===== src/itf_pkg.sv =====
// itf_pkg: constants and carrier types for the inertial tail field framer.
// assumes one core clock at 125 MHz and a synchronous active-high reset.
package itf_pkg;

  // ----------------------------------------
  // clock and timing
  // ----------------------------------------
  localparam int unsigned CLK_PERIOD_PS = 8000;
  localparam int unsigned TS_STEP_NS = 25000;
  localparam int unsigned TS_STEP_CYC = (TS_STEP_NS * 1000) / CLK_PERIOD_PS;
  localparam logic [11:0] TS_STEP_LAST = 12'(TS_STEP_CYC - 1);

  // ----------------------------------------
  // fixed fields
  // ----------------------------------------
  localparam logic [15:0] ACC_FACTOR = 16'h00F4;
  localparam logic [15:0] GYR_FACTOR = 16'h06D6;
  localparam logic [31:0] TS_RESET = 32'h00000000;

  // ----------------------------------------
  // checksum
  // ----------------------------------------
  localparam logic [31:0] CRC_POLY = 32'h04C11DB7;
  localparam logic [31:0] CRC_INIT = 32'hFFFFFFFF;

  // ----------------------------------------
  // layout: 2+2+4+6*2 = 20 field bytes, then 4 checksum bytes
  // ----------------------------------------
  localparam logic [4:0] FIELD_BYTES = 5'h14;
  localparam logic [4:0] TAIL_BYTES = 5'h18;

  typedef struct packed {
    logic signed [15:0] acc_x;
    logic signed [15:0] acc_y;
    logic signed [15:0] acc_z;
    logic signed [15:0] gyr_x;
    logic signed [15:0] gyr_y;
    logic signed [15:0] gyr_z;
  } itf_sample_t;

  typedef struct packed {
    logic valid;
    logic [7:0] data;
    logic last;
  } itf_byte_t;

endpackage


===== src/itf_crc_step.sv =====
// itf_crc_step: one-byte step of an msb-first crc-32, no reflection.
// assumes the caller holds the running value and the init/final policy.
`timescale 1ns/10ps
module itf_crc_step (
  input wire logic [31:0] i_crc,
  input wire logic [7:0] i_byte,
  output logic [31:0] o_crc
);

  always_comb
  begin
    logic [31:0] c;
    c = i_crc;
    for (int b = 7; b >= 0; b--)
    begin
      if (c[31] ^ i_byte[b])
      begin
        c = {c[30:0], 1'b0} ^ itf_pkg::CRC_POLY; // RULE9
      end
      else
      begin
        c = {c[30:0], 1'b0};
      end
    end
    o_crc = c;
  end

endmodule


===== src/itf_framer.sv =====
// itf_framer: emits the inertial part of the packet tail as a byte stream
// and closes it with a crc-32/mpeg-2. assumes the packet builder pulses
// i_start once its earlier tail bytes are out and accepts bytes by o_ready.
//
// Function
// RULE1: acceleration factor 244, two bytes, unsigned
// RULE2: angular velocity factor 1750, two bytes, unsigned
// RULE3: four-byte timestamp after factors, 25 us steps
// RULE4: timestamp clears at reset, wraps at maximum
// RULE5: x acceleration, signed two bytes, after timestamp
// RULE6: y then z acceleration follow x
// RULE7: x, y, z angular velocity, signed two bytes
// RULE8: four-byte checksum over tail ends it
// RULE9: crc poly 04C11DB7, init ones, unreflected
`timescale 1ns/10ps
module itf_framer (
  input wire logic i_core_clk,
  input wire logic i_sys_rst,
  input wire logic i_ce,
  input wire logic i_start,
  input wire itf_pkg::itf_sample_t i_sample,
  input wire logic i_ready,
  output itf_pkg::itf_byte_t o_byte,
  output logic o_busy,
  output logic [31:0] o_timestamp
);

  // ----------------------------------------
  // state
  // ----------------------------------------
  // every byte costs a load cycle and a present cycle: half rate, but the
  // crc step never sits between the state flops and o_byte
  typedef enum logic [1:0] {ST_IDLE, ST_LOAD, ST_SEND} itf_state_t;

  typedef struct packed {
    itf_state_t st;
    logic [11:0] tick;
    logic [31:0] ts;
    logic [159:0] fields;
    logic [4:0] idx;
    logic [31:0] crc;
    itf_pkg::itf_byte_t out;
  } itf_regs_t;

  itf_regs_t r_q;
  itf_regs_t r_d;
  logic [31:0] crc_next;
  logic [7:0] cur_byte;

  // big-endian byte pick over the 20 field bytes, then the 4 checksum bytes
  function automatic logic [7:0] pick(input logic [191:0] f, input logic [4:0] i);
    logic [7:0] res;
    res = 8'h00;
    for (int k = 0; k < int'(itf_pkg::TAIL_BYTES); k++)
    begin
      if (5'(k) == i)
      begin
        res = f[191 - 8 * k -: 8];
      end
    end
    return res;
  endfunction

  // ----------------------------------------
  // checksum step
  // ----------------------------------------
  assign cur_byte = pick({r_q.fields, r_q.crc}, r_q.idx);

  itf_crc_step u_crc (
    .i_crc(r_q.crc),
    .i_byte(cur_byte),
    .o_crc(crc_next)
  );

  // ----------------------------------------
  // next state
  // ----------------------------------------
  always_comb
  begin
    logic take;
    take = r_q.out.valid && i_ready;
    r_d = r_q;
    // the step count halts with i_ce, so the timestamp only runs in enabled time
    if (r_q.tick == itf_pkg::TS_STEP_LAST) // RULE3
    begin
      r_d.tick = 12'h000;
      r_d.ts = r_q.ts + 32'h00000001; // RULE4
    end
    else
    begin
      r_d.tick = r_q.tick + 12'h001;
    end
    if (take)
    begin
      r_d.out.valid = 1'b0;
    end
    unique case (r_q.st)
      ST_IDLE:
      begin
        if (i_start)
        begin
          r_d.fields = {itf_pkg::ACC_FACTOR, // RULE1
                        itf_pkg::GYR_FACTOR, // RULE2
                        r_q.ts, // RULE3
                        i_sample.acc_x, // RULE5
                        i_sample.acc_y, i_sample.acc_z, // RULE6
                        i_sample.gyr_x, i_sample.gyr_y, i_sample.gyr_z}; // RULE7
          r_d.idx = 5'h00;
          r_d.crc = itf_pkg::CRC_INIT; // RULE9
          r_d.st = ST_LOAD;
        end
      end
      ST_LOAD:
      begin
        // field bytes fold into the checksum; checksum bytes do not
        r_d.out.valid = 1'b1;
        r_d.out.data = cur_byte;
        r_d.out.last = (r_q.idx == itf_pkg::TAIL_BYTES - 5'h01); // RULE8
        if (r_q.idx < itf_pkg::FIELD_BYTES)
        begin
          r_d.crc = crc_next;
        end
        r_d.st = ST_SEND;
      end
      ST_SEND:
      begin
        if (take)
        begin
          if (r_q.out.last)
          begin
            r_d.st = ST_IDLE;
          end
          else
          begin
            r_d.idx = r_q.idx + 5'h01;
            r_d.st = ST_LOAD;
          end
        end
      end
      default:
      begin
        r_d.st = ST_IDLE;
      end
    endcase
  end

  always_ff @(posedge i_core_clk)
  begin
    if (i_sys_rst)
    begin
      r_q <= '0; // RULE4
      r_q.st <= ST_IDLE;
      r_q.ts <= itf_pkg::TS_RESET;
    end
    else if (i_ce)
    begin
      r_q <= r_d;
    end
  end

  // ----------------------------------------
  // outputs
  // ----------------------------------------
  assign o_byte = r_q.out;
  assign o_busy = (r_q.st != ST_IDLE);
  assign o_timestamp = r_q.ts;
endmodule


===== config.mk =====
export PLATFORM = sky130hd
export DESIGN_NAME = itf_framer
export DESIGN_NICKNAME = d
export VERILOG_FILES = /design/src/itf_pkg.sv /design/src/itf_crc_step.sv /design/src/itf_framer.sv
export SDC_FILE = /design/constraint.sdc
export NUM_CORES = 1
export LEC_CHECK = 0
export ABC_AREA = 0
export BUFFER_PORTS_ARGS = -buffer_cell sky130_fd_sc_hd__buf_4
export CAP_MARGIN = 25
export CORE_ASPECT_RATIO = 1.4
export CORE_UTILIZATION = 55
export CTS_BUF_LIST = sky130_fd_sc_hd__clkbuf_8
export CTS_CLUSTER_SIZE = 12
export DETAILED_ROUTE_END_ITERATION = 6
export GPL_ROUTABILITY_DRIVEN = 0
export MAX_ROUTING_LAYER = met4
export PLACE_DENSITY = 0.76
export SLEW_MARGIN = 20
export SYNTH_ARGS = -nofsm -noshare
export SYNTH_HDL_FRONTEND = slang
export SYNTH_HIERARCHICAL = 1
export SYNTH_SLANG_ARGS = --single-unit

===== constraint.sdc =====
create_clock -name i_core_clk -period 5.3 [get_ports i_core_clk]
set_input_delay 0.265 -clock i_core_clk [delete_from_list [all_inputs] [get_ports i_core_clk]]
set_output_delay 0.265 -clock i_core_clk [all_outputs]
set_load 0.05 [all_outputs]

==> flow_summary.json <==
{
  "syn_area_mm2": 0.01205,
  "dp_hpwl_mm": 24.87,
  "ys_ff_latch": 222,
  "final_common_cell": "nand2_1",
  "gr-usage-all-layers_pct": 33.58,
  "grt_pass1_vias": 11096,
  "insertedDiodeCount": 0,
  "route.met2.wl_mm": 17.82,
  "worst_pin_slew_ns": 1.031,
  "port_buffers": 143,
  "core_area_mm2": 0.02136,
  "fin_nets": 1762,
  "die_y_um": 177.1,
  "slowest_delay_ns": 1.00,
  "leakagePower_nw": 5.532,
  "max-vdd-ir-drop_mv": 0.2037,
  "final_util_pct": 67.11,
  "r2r_slack_ns": 0.71,
  "htreeDepth": 2,
  "cp-start-kind": "flop",
  "dr.max_layer_used": "met4",
  "post_cts_buffers": 0,
  "arrival_ns": 5.03,
  "cp_slowest_cell": "dfxtp_1",
  "critPathRequiredTime_ns": 5.74,
  "hold_path.class": "in -> reg",
  "dieArea_mm2": 0.02251,
  "nFillCells": 1814,
  "hold_viol": 0,
  "postPlaceCellArea_mm2": 0.01289,
  "synthCells": 1536,
  "syn2layout_area_growth_pct": 18.98,
  "cts_root_buf": "clkbuf_8",
  "wl_per_cell_um": 18.55,
  "crit_chain": "inv_1, ha_1, o311ai_0, a211o_1, a211oi_1, o21ai_0, nand2_1, xnor2_4, xor3_2, xnor3_1, inv_1, a311oi_1",
  "drive_above_1_share_pct": 15.08,
  "netlist-cell-type-count": 81,
  "min_period_ns": 4.587,
  "drt_wl_total_mm": 36.54,
  "antenna_found_initial": 0,
  "io_pins": 144,
  "drv_slew": 0,
  "cts_buffers": 36,
  "setup-tns-final_ns": 0,
  "grt_max_degree": 124,
  "stdcell_area_mm2": 0.01434,
  "crit_top_cell": "inv_1",
  "yosys_most_used_dff": "dfxtp_1",
  "vias": 11529,
  "cts_tree": "done",
  "clkSlewWorstSetupHoldPaths_ns": 0.07,
  "synth.avg_cell_area_um2": 7.844,
  "firstDrtPassIters": 6,
  "synth_seq_area_share_pct": 36.88,
  "postRouteAntennaNets": 0,
  "clockBufferDepth": 3,
  "final_cell_mix": "nand2_1, dfxtp_1, a21oi_1",
  "clock_latency_ns": 0.54,
  "run_status": "finished, final reports clean",
  "fin_skew_ns": 0.01754,
  "path_class": "reg -> reg",
  "cts.sinks": 222,
  "maxSlewHeadroom_pct": 31.20,
  "cp-end-kind": "flop",
  "synth_fp_nets": 1645,
  "max_cap_violations": 0,
  "timing.hold.ws_ns": 0.005825,
  "grt_setup_unrepaired": "false",
  "synth_edf_count": 0,
  "ys_async_sr_fraction_pct": 0,
  "via_per_inst": 5.852,
  "wl_met3_mm": 2.278,
  "drc": 0,
  "setup_viol": 0,
  "ys_warn_count": 6,
  "die_w_um": 127.1,
  "max_freq_mhz": 218.0,
  "drt-met1-wl_mm": 13.68,
  "grt_pass1_wl_mm": 57.66,
  "p_per_area_mw_per_mm2": 269.2,
  "row_count": 63,
  "period_share_pct": 86.54,
  "grt-ovfl-total": 0,
  "start_util_pct": 56.40,
  "drtIter0Drc": 1170,
  "cp_max_fo": 33
}
## cell families (layout without fill, tap and decap cells)
kind of cell	Yosys count	after routing	share of synthesized area, %
AND/OR/NAND/NOR	614	614	23.21
AO/OA/AOI/OAI	376	376	19.55
flip-flops	222	222	36.88
buffers and inverters	209	351	7.975
XOR/XNOR	100	100	10.95
adder cells (fa/ha/maj)	8	8	0.8308
multiplexers	7	7	0.6023
## layer usage
layer / up-vias / GRT usage (%)
met1: 5361 / 36.75
li1: 5492 / -
met5: - / -
met4: 0 / 22.42
met2: 495 / 56.32
met3: 181 / 5.351
## layout make-up
class	count	area [µm²]	share of cell area (%)
Timing Repair Buffer	231	1933	13.48
Tap cell	292	365.4	2.548
Sequential cell	222	4444	31.00
Clock buffer	44	605.6	4.224
Clock inverter	19	110.1	0.7680
Inverter	57	214.0	1.492
Multi-Input combinational cell	1105	6664	46.48
## power by group
group          switching, W  internal [W]
registers         0.0000758       0.00173
logic              0.000273      0.000298
clock network      0.000680      0.000799
total               0.00103       0.00283
## path summary, 6_finish.rpt
path / startpoint / end / cells past startpoint
min reg2reg: r_q[99] / r_q[99] / 2
max reg2reg: r_q[46] / r_q[15] / 12
min: i_sample[46] / r_q[93] / 3
max: r_q[46] / r_q[15] / 12
## critical path: cells and delay by family, from the launching register on
kind,cells,cell delay (ns)
compound gates,5,1.27
xor+xnor,3,1.18
flops,1,1.00
fa+ha+maj,1,0.51
buf+inv,2,0.31
simple gates,1,0.21
## state kept, by name, indices dropped and copies added, names as in the netlist
name / cells
o_timestamp: 32
r_q: 180
o_byte: 10
## stage by stage
stage | setup slack (ns) | power, W | instances
2_1_floorplan | 0.6254 | 0.002206 | 1536
3_5_place_dp | 0.8827 | 0.002362 | 1836
4_1_cts | 0.8734 | 0.003872 | 1969
3_3_place_gp | 0.9695 | 0.002352 | 1836
5_1_grt | 0.5087 | 0.004006 | 1970
6_report | 0.7134 | 0.003859 | 1970
## cells in the mapped netlist (all sizes together) (6+ instances only)
cell / number / area, µm²
buf: 51 / 361.6
a22oi: 7 / 52.55
xnor3: 9 / 205.2
nor3b: 8 / 60.06
clkbuf: 100 / 376.6
o211ai: 12 / 90.09
or3: 9 / 57.56
nand4b: 7 / 61.31
nand4: 15 / 93.84
nor2b: 20 / 125.1
o22ai: 10 / 62.56
a221oi: 12 / 105.1
ha: 8 / 100.1
or4: 6 / 48.80
a31oi: 6 / 37.54
inv: 56 / 210.2
and3: 9 / 58.80
xnor2: 53 / 636.9
nand3b: 12 / 90.09
or2: 6 / 37.54
dfxtp: 222 / 4444
nand3: 18 / 90.09
nor3: 22 / 115.1
nor4: 7 / 43.79
a21oi: 184 / 920.9
xor2: 29 / 261.5
a311oi: 36 / 315.3
nand2b: 14 / 87.58
xor3: 9 / 215.2
nor2: 113 / 424.2
nand2: 328 / 1231
o21ai: 45 / 225.2
## repair_timing
item | in CTS | in global routing
hold buffers | 70 | 0
endpoints found under the hold margin | 70 | 0
gates resized for setup | 0 | 0
Note: power is estimated with default switching activity, not from simulation.
